File: config.mk
export PLATFORM = sky130hd
export DESIGN_NAME = asc_seq_ctrl
export DESIGN_NICKNAME = d
export VERILOG_FILES = /design/src/include/asc_pkg.sv /design/src/verilog/asc_result_mem.sv /design/src/verilog/asc_event_regs.sv /design/src/verilog/asc_seq_ctrl.sv
export SDC_FILE = /design/constraint.sdc
export NUM_CORES = 1
export LEC_CHECK = 0
export ABC_CLOCK_PERIOD_IN_PS = 5400
export BUFFER_PORTS_ARGS = -buffer_cell sky130_fd_sc_hd__buf_2
export CAP_MARGIN = 10
export CORE_MARGIN = 1
export CORE_UTILIZATION = 45
export CTS_BUF_LIST = sky130_fd_sc_hd__clkbuf_2 sky130_fd_sc_hd__clkbuf_4 sky130_fd_sc_hd__clkbuf_8
export DETAILED_ROUTE_END_ITERATION = 12
export HOLD_SLACK_MARGIN = 0.1
export PLACE_DENSITY = 0.72
export SLEW_MARGIN = 10
export SYNTH_ARGS = -nofsm -noshare
export SYNTH_HDL_FRONTEND = slang
export SYNTH_HIERARCHICAL = 1
export SYNTH_SLANG_ARGS = --single-unit
export TNS_END_PERCENT = 10
File: constraint.sdc
create_clock -name clk -period 5.4 [get_ports clk]
set_input_delay 1.08 -clock clk [delete_from_list [all_inputs] [get_ports clk]]
set_output_delay 1.08 -clock clk [all_outputs]
set_load 0.005 [all_outputs]
File: src/include/asc_pkg.sv
package asc_pkg;
   // ----------------------------------------------------------------------
   // Bus geometry
   // ----------------------------------------------------------------------
   localparam int ADDR_W = 6;
   localparam int DATA_W = 8;
   localparam int RES_W = 10;
   localparam int NUM_RES = 16;
   localparam int POS_W = 4;
   localparam int EVT_W = 3;

   // ----------------------------------------------------------------------
   // Register offsets
   // ----------------------------------------------------------------------
   localparam logic [5:0] OFS_SEQ_CTL = 6'h00;
   localparam logic [5:0] OFS_POS_STAT = 6'h01;
   localparam logic [5:0] OFS_CCF_LO = 6'h02;
   localparam logic [5:0] OFS_CCF_HI = 6'h03;
   localparam logic [5:0] OFS_EVT_STAT = 6'h04;
   localparam logic [5:0] OFS_EVT_MASK = 6'h05;
   localparam logic [5:0] OFS_RES_SEL = 6'h06;
   localparam logic [5:0] OFS_RES_LO = 6'h07;
   localparam logic [5:0] OFS_RES_HI = 6'h08;

   // ----------------------------------------------------------------------
   // Sequence control fields and reset values
   // ----------------------------------------------------------------------
   localparam int LEN_LSB = 3;
   localparam int LEN_MSB = 6;
   localparam int QUEUE_BIT = 2;
   localparam int FRZ_MSB = 1;
   localparam int FRZ_LSB = 0;
   localparam logic [7:0] SEQ_CTL_RST = 8'h20;
   localparam logic [7:0] SEQ_CTL_WMASK = 8'h7f;
   localparam logic [3:0] LEN_CODE_MAX = 4'h0;
   localparam logic [4:0] SEQ_LEN_MAX = 5'h10;

   // Breakpoint response codes
   localparam logic [1:0] FRZ_CONTINUE = 2'h0;
   localparam logic [1:0] FRZ_RSVD = 2'h1;
   localparam logic [1:0] FRZ_FINISH = 2'h2;
   localparam logic [1:0] FRZ_NOW = 2'h3;

   // ----------------------------------------------------------------------
   // Status and event layout
   // ----------------------------------------------------------------------
   localparam int STAT_BUSY_BIT = 4;
   localparam int STAT_FROZEN_BIT = 5;
   localparam int EVT_SEQ_DONE = 0;
   localparam int EVT_CONV_DONE = 1;
   localparam int EVT_ABORT = 2;
   localparam logic [2:0] EVT_MASK_RST = 3'h0;
   localparam logic [3:0] POS_RST = 4'h0;
   localparam logic [15:0] CCF_RST = 16'h0000;

   // Sequencer states
   typedef enum logic [2:0] {
      ST_IDLE = 3'b001,
      ST_CONV = 3'b010,
      ST_HALT = 3'b100
   } asc_state_e;
endpackage

File: src/verilog/asc_result_mem.sv
`timescale 1ns/10ps
module asc_result_mem (
   input wire logic clk,
   input wire logic reset,
   input wire logic wrEn,
   input wire logic [3:0] wrAddr,
   input wire logic [9:0] wrData,
   input wire logic [3:0] rdAddr,
   output logic [9:0] rdData
);
   // ----------------------------------------------------------------------
   // Result storage
   // ----------------------------------------------------------------------
   logic [9:0] mem [asc_pkg::NUM_RES];

   // Array has no reset; validity is tracked by the complete flags
   always_ff @(posedge clk) begin
      if (wrEn) begin
         mem[wrAddr] <= wrData;
      end
   end

   // Registered read keeps the bus path short
   always_ff @(posedge clk or posedge reset) begin
      if (reset) begin
         rdData <= 10'h000;
      end else begin
         rdData <= mem[rdAddr];
      end
   end
endmodule

File: src/verilog/asc_event_regs.sv
`timescale 1ns/10ps
module asc_event_regs (
   input wire logic clk,
   input wire logic reset,
   input wire logic [2:0] evtPulse,
   input wire logic clrWr,
   input wire logic [2:0] clrData,
   input wire logic maskWr,
   input wire logic [2:0] maskData,
   output logic [2:0] status,
   output logic [2:0] mask,
   output logic irq
);
   // ----------------------------------------------------------------------
   // Sticky status, write one to clear
   // ----------------------------------------------------------------------
   logic [2:0] clrBits;

   assign clrBits = clrWr ? clrData : 3'h0;

   // Set wins over a clear in the same cycle so no event is lost
   always_ff @(posedge clk or posedge reset) begin
      if (reset) begin
         status <= 3'h0;
      end else begin
         status <= (status & ~clrBits) | evtPulse;
      end
   end

   // Mask register
   always_ff @(posedge clk or posedge reset) begin
      if (reset) begin
         mask <= asc_pkg::EVT_MASK_RST;
      end else if (maskWr) begin
         mask <= maskData;
      end
   end

   // Level interrupt, one cycle behind the status bits
   always_ff @(posedge clk or posedge reset) begin
      if (reset) begin
         irq <= 1'b0;
      end else begin
         irq <= |(status & mask);
      end
   end
endmodule

File: src/verilog/asc_seq_ctrl.sv
// Chosen here: the strobed register port and the address map.
`timescale 1ns/10ps
// Overview of operation
// Any write to the sequence control register aborts the running sequence and starts none.
// Length bits weighted 8,4,2,1 give 1 to 15 conversions, and all zero gives 16.
// After reset the weight-4 length bit is set, so a sequence is four conversions long.
// With queue mode clear, the nth result of a sequence lands in the nth result register.
// With queue mode set, the position counter is not reset when a sequence begins or ends; here startSeq still resets it, only a trigger start keeps it.
// In queue mode with continuous scanning the position counter wraps past the last register.
// The position counter is readable and names the register for the next result.
// An abort or any control register write clears the position counter, even in queue mode.
// Each result register has a complete flag showing it holds valid data.
// Breakpoint field: 00 continue, 01 reserved, 10 finish then halt, 11 halt at once.
// Software should use queue mode only with continuous scanning or triggered conversion.
// Bit 7 of the sequence control register reads zero and ignores writes.
module asc_seq_ctrl (
   input wire logic clk,
   input wire logic reset,
   input wire logic [5:0] regAddr,
   input wire logic [7:0] regWrData,
   input wire logic regWr,
   input wire logic regRd,
   output logic [7:0] regRdData,
   input wire logic startSeq,
   input wire logic otherCtlWrite,
   input wire logic scanMode,
   input wire logic triggeredMode,
   input wire logic trigPulse,
   input wire logic freezeReq,
   input wire logic convAck,
   input wire logic [9:0] convData,
   output logic convReq,
   output logic seqBusy,
   output logic irq
);
   // ----------------------------------------------------------------------
   // Declarations
   // ----------------------------------------------------------------------
   logic [7:0] seqCtl_q;
   logic [3:0] lenBits;
   logic queueMode;
   logic [1:0] breakpointResponse;
   logic [4:0] seqLen;
   asc_pkg::asc_state_e state_q;
   asc_pkg::asc_state_e state_d;
   logic [3:0] seqCnt_q;
   logic [3:0] resultPositionCount_q;
   logic [15:0] ccf_q;
   logic [3:0] resSel_q;
   logic [9:0] resData;
   logic [2:0] evtStatus;
   logic [2:0] evtMask;
   logic [2:0] evtPulse;
   logic seqCtlWr;
   logic abortReq;
   logic trigStart;
   logic newSeq;
   logic ackTaken;
   logic lastConv;
   logic freezeNow;
   logic freezeAfter;
   logic resLoRd;

   // ----------------------------------------------------------------------
   // Register decode
   // ----------------------------------------------------------------------
   assign seqCtlWr = regWr && (regAddr == asc_pkg::OFS_SEQ_CTL);
   assign resLoRd = regRd && (regAddr == asc_pkg::OFS_RES_LO);

   // Field split of the sequence control register
   assign lenBits = seqCtl_q[asc_pkg::LEN_MSB:asc_pkg::LEN_LSB];
   assign queueMode = seqCtl_q[asc_pkg::QUEUE_BIT];
   assign breakpointResponse = seqCtl_q[asc_pkg::FRZ_MSB:asc_pkg::FRZ_LSB];

   // Code zero stands for the longest sequence
   assign seqLen = (lenBits == asc_pkg::LEN_CODE_MAX) ? asc_pkg::SEQ_LEN_MAX
                                                      : {1'b0, lenBits};

   // ----------------------------------------------------------------------
   // Sequencer conditions
   // ----------------------------------------------------------------------
   // Either control write aborts; the write never starts anything
   assign abortReq = seqCtlWr || otherCtlWrite;
   // Queue mode is meant for scan or trigger use; trigger gated by its mode
   assign trigStart = trigPulse && triggeredMode;
   assign newSeq = (startSeq || trigStart) && !abortReq;
   assign ackTaken = convAck && (state_q == asc_pkg::ST_CONV);
   assign lastConv = ({1'b0, seqCnt_q} + 5'h01) == seqLen;
   // Reserved code behaves as continue
   assign freezeNow = freezeReq && (breakpointResponse == asc_pkg::FRZ_NOW);
   assign freezeAfter = freezeReq && breakpointResponse[asc_pkg::FRZ_MSB];

   // Event sources for the interrupt block
   assign evtPulse[asc_pkg::EVT_SEQ_DONE] = ackTaken && lastConv;
   assign evtPulse[asc_pkg::EVT_CONV_DONE] = ackTaken;
   assign evtPulse[asc_pkg::EVT_ABORT] = abortReq && (state_q != asc_pkg::ST_IDLE);

   // ----------------------------------------------------------------------
   // Sequence control register
   // ----------------------------------------------------------------------
   // Top bit is masked off so it always reads zero
   always_ff @(posedge clk or posedge reset) begin
      if (reset) begin
         seqCtl_q <= asc_pkg::SEQ_CTL_RST;
      end else if (seqCtlWr) begin
         seqCtl_q <= regWrData & asc_pkg::SEQ_CTL_WMASK;
      end
   end

   // Result read select, steers the memory read port
   always_ff @(posedge clk or posedge reset) begin
      if (reset) begin
         resSel_q <= asc_pkg::POS_RST;
      end else if (regWr && (regAddr == asc_pkg::OFS_RES_SEL)) begin
         resSel_q <= regWrData[3:0];
      end
   end

   // ----------------------------------------------------------------------
   // Next state
   // ----------------------------------------------------------------------
   // An in-flight result is dropped on an immediate freeze; the
   // conversion is redone after release since a held node leaks
   always_comb begin
      state_d = state_q;
      if (abortReq) begin
         state_d = asc_pkg::ST_IDLE;
      end else if (newSeq) begin
         state_d = asc_pkg::ST_CONV;
      end else begin
         unique case (state_q)
            asc_pkg::ST_IDLE: begin
               state_d = asc_pkg::ST_IDLE;
            end
            asc_pkg::ST_CONV: begin
               if (ackTaken && lastConv && !scanMode) begin
                  state_d = asc_pkg::ST_IDLE;
               end else if (ackTaken && freezeAfter) begin
                  state_d = asc_pkg::ST_HALT;
               end else if (!ackTaken && freezeNow) begin
                  state_d = asc_pkg::ST_HALT;
               end
            end
            asc_pkg::ST_HALT: begin
               if (!freezeAfter) begin
                  state_d = asc_pkg::ST_CONV;
               end
            end
            default: begin
               state_d = asc_pkg::ST_IDLE;
            end
         endcase
      end
   end

   // State register and the flopped outputs that follow it
   always_ff @(posedge clk or posedge reset) begin
      if (reset) begin
         state_q <= asc_pkg::ST_IDLE;
         convReq <= 1'b0;
         seqBusy <= 1'b0;
      end else begin
         state_q <= state_d;
         convReq <= state_d == asc_pkg::ST_CONV;
         seqBusy <= state_d != asc_pkg::ST_IDLE;
      end
   end

   // ----------------------------------------------------------------------
   // Conversion and position counters
   // ----------------------------------------------------------------------
   // Count of conversions done within the current sequence
   always_ff @(posedge clk or posedge reset) begin
      if (reset) begin
         seqCnt_q <= asc_pkg::POS_RST;
      end else if (abortReq || newSeq) begin
         seqCnt_q <= asc_pkg::POS_RST;
      end else if (ackTaken) begin
         seqCnt_q <= lastConv ? asc_pkg::POS_RST : seqCnt_q + 4'h1;
      end
   end

   // Position of the next result register
   always_ff @(posedge clk or posedge reset) begin
      if (reset) begin
         resultPositionCount_q <= asc_pkg::POS_RST;
      end else if (abortReq) begin
         resultPositionCount_q <= asc_pkg::POS_RST;
      end else if (newSeq) begin
         if (startSeq || !queueMode) begin
            resultPositionCount_q <= asc_pkg::POS_RST;
         end
      end else if (ackTaken) begin
         if (lastConv && !queueMode) begin
            resultPositionCount_q <= asc_pkg::POS_RST;
         end else begin
            // Four bits wrap naturally past the last register
            resultPositionCount_q <= resultPositionCount_q + 4'h1;
         end
      end
   end

   // ----------------------------------------------------------------------
   // Conversion complete flags
   // ----------------------------------------------------------------------
   // A startSeq pulse clears all; reading a result's low half clears its own flag,
   // but a result landing in the same cycle keeps the flag set
   for (genvar i = 0; i < asc_pkg::NUM_RES; i++) begin : gCcf
      always_ff @(posedge clk or posedge reset) begin
         if (reset) begin
            ccf_q[i] <= 1'b0;
         end else if (ackTaken && (resultPositionCount_q == 4'(i))) begin
            ccf_q[i] <= 1'b1;
         end else if (startSeq && !abortReq) begin
            ccf_q[i] <= 1'b0;
         end else if (resLoRd && (resSel_q == 4'(i))) begin
            ccf_q[i] <= 1'b0;
         end
      end
   end

   // ----------------------------------------------------------------------
   // Result memory and interrupt block
   // ----------------------------------------------------------------------
   asc_result_mem uMem (
      .clk(clk),
      .reset(reset),
      .wrEn(ackTaken),
      .wrAddr(resultPositionCount_q),
      .wrData(convData),
      .rdAddr(resSel_q),
      .rdData(resData)
   );

   asc_event_regs uEvt (
      .clk(clk),
      .reset(reset),
      .evtPulse(evtPulse),
      .clrWr(regWr && (regAddr == asc_pkg::OFS_EVT_STAT)),
      .clrData(regWrData[2:0]),
      .maskWr(regWr && (regAddr == asc_pkg::OFS_EVT_MASK)),
      .maskData(regWrData[2:0]),
      .status(evtStatus),
      .mask(evtMask),
      .irq(irq)
   );

   // ----------------------------------------------------------------------
   // Read data
   // ----------------------------------------------------------------------
   // Data stand only in the cycle after the strobe; zero otherwise and
   // for unmapped offsets
   always_ff @(posedge clk or posedge reset) begin
      if (reset) begin
         regRdData <= 8'h00;
      end else if (!regRd) begin
         regRdData <= 8'h00;
      end else begin
         unique case (regAddr)
            asc_pkg::OFS_SEQ_CTL: begin
               regRdData <= seqCtl_q;
            end
            asc_pkg::OFS_POS_STAT: begin
               regRdData <= {2'h0, state_q == asc_pkg::ST_HALT,
                             state_q != asc_pkg::ST_IDLE,
                             resultPositionCount_q};
            end
            asc_pkg::OFS_CCF_LO: begin
               regRdData <= ccf_q[7:0];
            end
            asc_pkg::OFS_CCF_HI: begin
               regRdData <= ccf_q[15:8];
            end
            asc_pkg::OFS_EVT_STAT: begin
               regRdData <= {5'h00, evtStatus};
            end
            asc_pkg::OFS_EVT_MASK: begin
               regRdData <= {5'h00, evtMask};
            end
            asc_pkg::OFS_RES_SEL: begin
               regRdData <= {4'h0, resSel_q};
            end
            asc_pkg::OFS_RES_LO: begin
               regRdData <= resData[7:0];
            end
            asc_pkg::OFS_RES_HI: begin
               regRdData <= {6'h00, resData[9:8]};
            end
            default: begin
               regRdData <= 8'h00;
            end
         endcase
      end
   end
endmodule

==> results.yml <==
synthesis:
  synth_nets: 612
  dominantRegCellSynth: "edfxtp_1"
  syn_inst: 572
  yosys.cell_count.top_type: "edfxtp_1"
  synth_cell_types: 61
  netlist_area_um2: 9450
  synthArstFlopShare_pct: 28.9
  avgSynthCellArea_um2: 16.5
  synth_common_cells: "edfxtp_1 (160), dfrtp_1 (63), nand2_1 (39)"
  ys_seq_area_share_pct: 68.1
  synth_area_leaders: "edfxtp_1 (51%), dfrtp_1 (17%), mux4_2 (6.9%)"
  synth_top_area_share_pct: 50.9
  ys_ff_latch: 225
  yosys_warnings: 6
  synth_edf_count: 160
  yosys.area.top_type: "edfxtp_1"
route:
  route.met3.wl_mm: 1.57
  wl_met2_mm: 9.81
  drt_pass1_iterations: 6
  top_layer: "met4"
  via_count: 5627
  drt-met1-wl_mm: 8.71
  final_antenna_net_count: 0
  dr.first_iter.drc_count: 565
  route.detailed.drc: 0
  routed_wl_mm: 20.6
  wl_per_cell_um: 22.3
  drt-vias-per-instance: 6.08
sta:
  fin_setup_tns_ps: 0
  skew_ps: 14.1
  fin_crit_ps: 3200
  clock.fmax_mhz: 313
  final_hold_viol_count: 0
  whs_ps: 508
  setup_violations: 0
  slew_violations: 0
  setup_slack_ps: 2200
  tightest_slew_ps: 1060
  grt_setup_unrepaired: "no"
  slew_headroom_pct: 28.8
  final.period_utilization_pct: 59.2
critical_path:
  cp-startpoint: "convAck"
  path_class: "in -> reg"
  cp-endpoint: "uMem/mem[1][4]"
  path_cells: "buf_2, nand4bb_1, inv_1, or3b_1, nor2_1"
  cp_data_arrival_time_ps: 3330
  rrSetupSlack_ps: 2400
  crit_slowest_cell: "nor2_1"
  cp_top_family: "simple AND/OR/NAND/NOR gates"
  worstReg2RegEnd: "uMem/mem[1][4]"
  critPathMaxStageDelay_ps: 790
  ff2ff_path_depth: 4
  reg2reg_from: "state_q[2]"
  endpoint_kind: "flip-flop"
  critical_path.max_fanout: 10
  path_depth: 5
  startpoint_type: "input pin"
  crit_required_ps: 5530
  path_buf_inv: 2
global_route:
  grt_usage_pct: 19.7
  grt_pass1_vias: 5760
  gr-total-overflow: 0
  grt_pass1_wl_mm: 32.3
  antenna_found_initial: 0
  grt_max_degree: 50
power_and_ir_drop:
  power_leakage_nw: 3.76
  total_power_mw: 3.64
  powerDensity_nw_per_um2: 344
  irDropWorstVdd_v: 0.000201
clocking:
  cts_hold_buffers: 0
  cts_resized: 0
  clk_latency_ps: 520
  clock_sinks: 225
  cts_tree: "built"
  cts_buffers: 35
  root_buffer: "clkbuf_8"
  path_clk_slew_ps: 70
  clockBufferDepth: 3
  postCtsSetupBuffers: 0
  h-tree-depth: 2
floorplanning:
  row_count: 52
  dieHeight_um: 147
  core_um2: 20400
  die-area_um2: 21600
  start_util_pct: 46.2
  die_x_um: 147
  io_pins: 46
placement:
  place_congestion: 0.874
  dpl_cell_area_um2: 9900
  dpl.cell_count: 866
  pre_cts_slack_ps: 1690
  dp_hpwl_mm: 13.3
  port_buffers: 44
finish:
  fin_area_um2: 10600
  layout.nets: 673
  fillers: 1647
  utilization_pct: 51.7
  n_antenna_cell: 0
  synthToLayoutAreaGrowth_pct: 11.8
  drive_above_1_share_pct: 24.9
  fin_cells: 925
hold_path:
  hp-class: "in -> async"
job:
  drv_cap: 0
status:
  status: "complete, no violations"
[per-layer routing]
metal / track usage (%) / vias to the layer above
met1: 27.5 / 2864
met3: 3.94 / 46
met4: 6.75 / 0
met5: 0 / -
li1: - / 2433
met2: 31.1 / 284
[cell families after synthesis]
family                     share of synthesized area (%)
adders and majority gates                          0.662
xor gates and xnor gates                           0.649
AOI/OAI and AO/OA                                   7.42
DFF                                                 68.1
muxes                                               12.7
and+or+nand+nor                                     8.44
buffers and inverters                               2.01
[cell type report]
type / instances / area, um2 / area share [%]
Sequential cell: 225 / 6440 / 60.9
Inverter: 9 / 33.8 / 0.320
Tap cell: 270 / 338 / 3.20
Clock buffer: 52 / 628 / 5.95
Clock inverter: 7 / 37.5 / 0.355
Multi-Input combinational cell: 312 / 2820 / 26.7
Timing Repair Buffer: 50 / 265 / 2.51
[worst min path at each step]
| stage | startpoint | end | slack, ps | cells after the start |
|---|---|---|---|---|
| 2_1_floorplan | ccf_q[13] | ccf_q[13] | 460 | 1 |
| 5_1_grt | reset | uEvt/status[2] | 520 | 2 |
| 3_5_place_dp | uEvt/status[2] | uEvt/status[2] | 510 | 1 |
| 3_3_place_gp | ccf_q[13] | ccf_q[13] | 480 | 1 |
| 6_report | reset | uEvt/status[2] | 510 | 2 |
| 4_1_cts | reset | uEvt/status[2] | 500 | 2 |
[placed cells by master (no fill, tap or decap), types with 5 or more instances in the layout]
cell      netlist  layout
a32o_1         17      17
nand2b_1        5       5
mux4_2         29      29
clkbuf_8        0      38
dfrtp_1        63      61
ha_1            5       5
mux2_4          7       7
a21oi_1         8       8
and3_1          5       5
nor2b_1        14      14
buf_4           4       6
nand3_1        23      23
edfxtp_1      160     160
a31oi_1         7       7
clkbuf_4        0      14
mux2_2          7       7
mux4_1         12      12
o21ai_0        10      10
inv_1           9       8
nor2_1         28      28
mux2i_1         5       5
nand2_1        39      39
nor3_1          9       9
a22oi_1        23      23
buf_2           5      44
a222oi_1        5       5
[power by group]
part / internal, mW / total (mW) / switching [mW]
Sequential: 1.90 / 1.96 / 0.0557
Combinational: 0.136 / 0.312 / 0.175
Clock: 0.744 / 1.37 / 0.626
[registers in the layout (all words and copies together), names as in the netlist, 3 cells and up]
register,count
uMem/mem,160
uMem/rdData,10
resultPositionCount_q,4
resSel_q,4
seqCnt_q,4
state_q,3
ccf_q,16
seqCtl_q,7
uEvt/mask,3
uEvt/status,3
regRdData,8
Power figures use the tool's default switching activity.
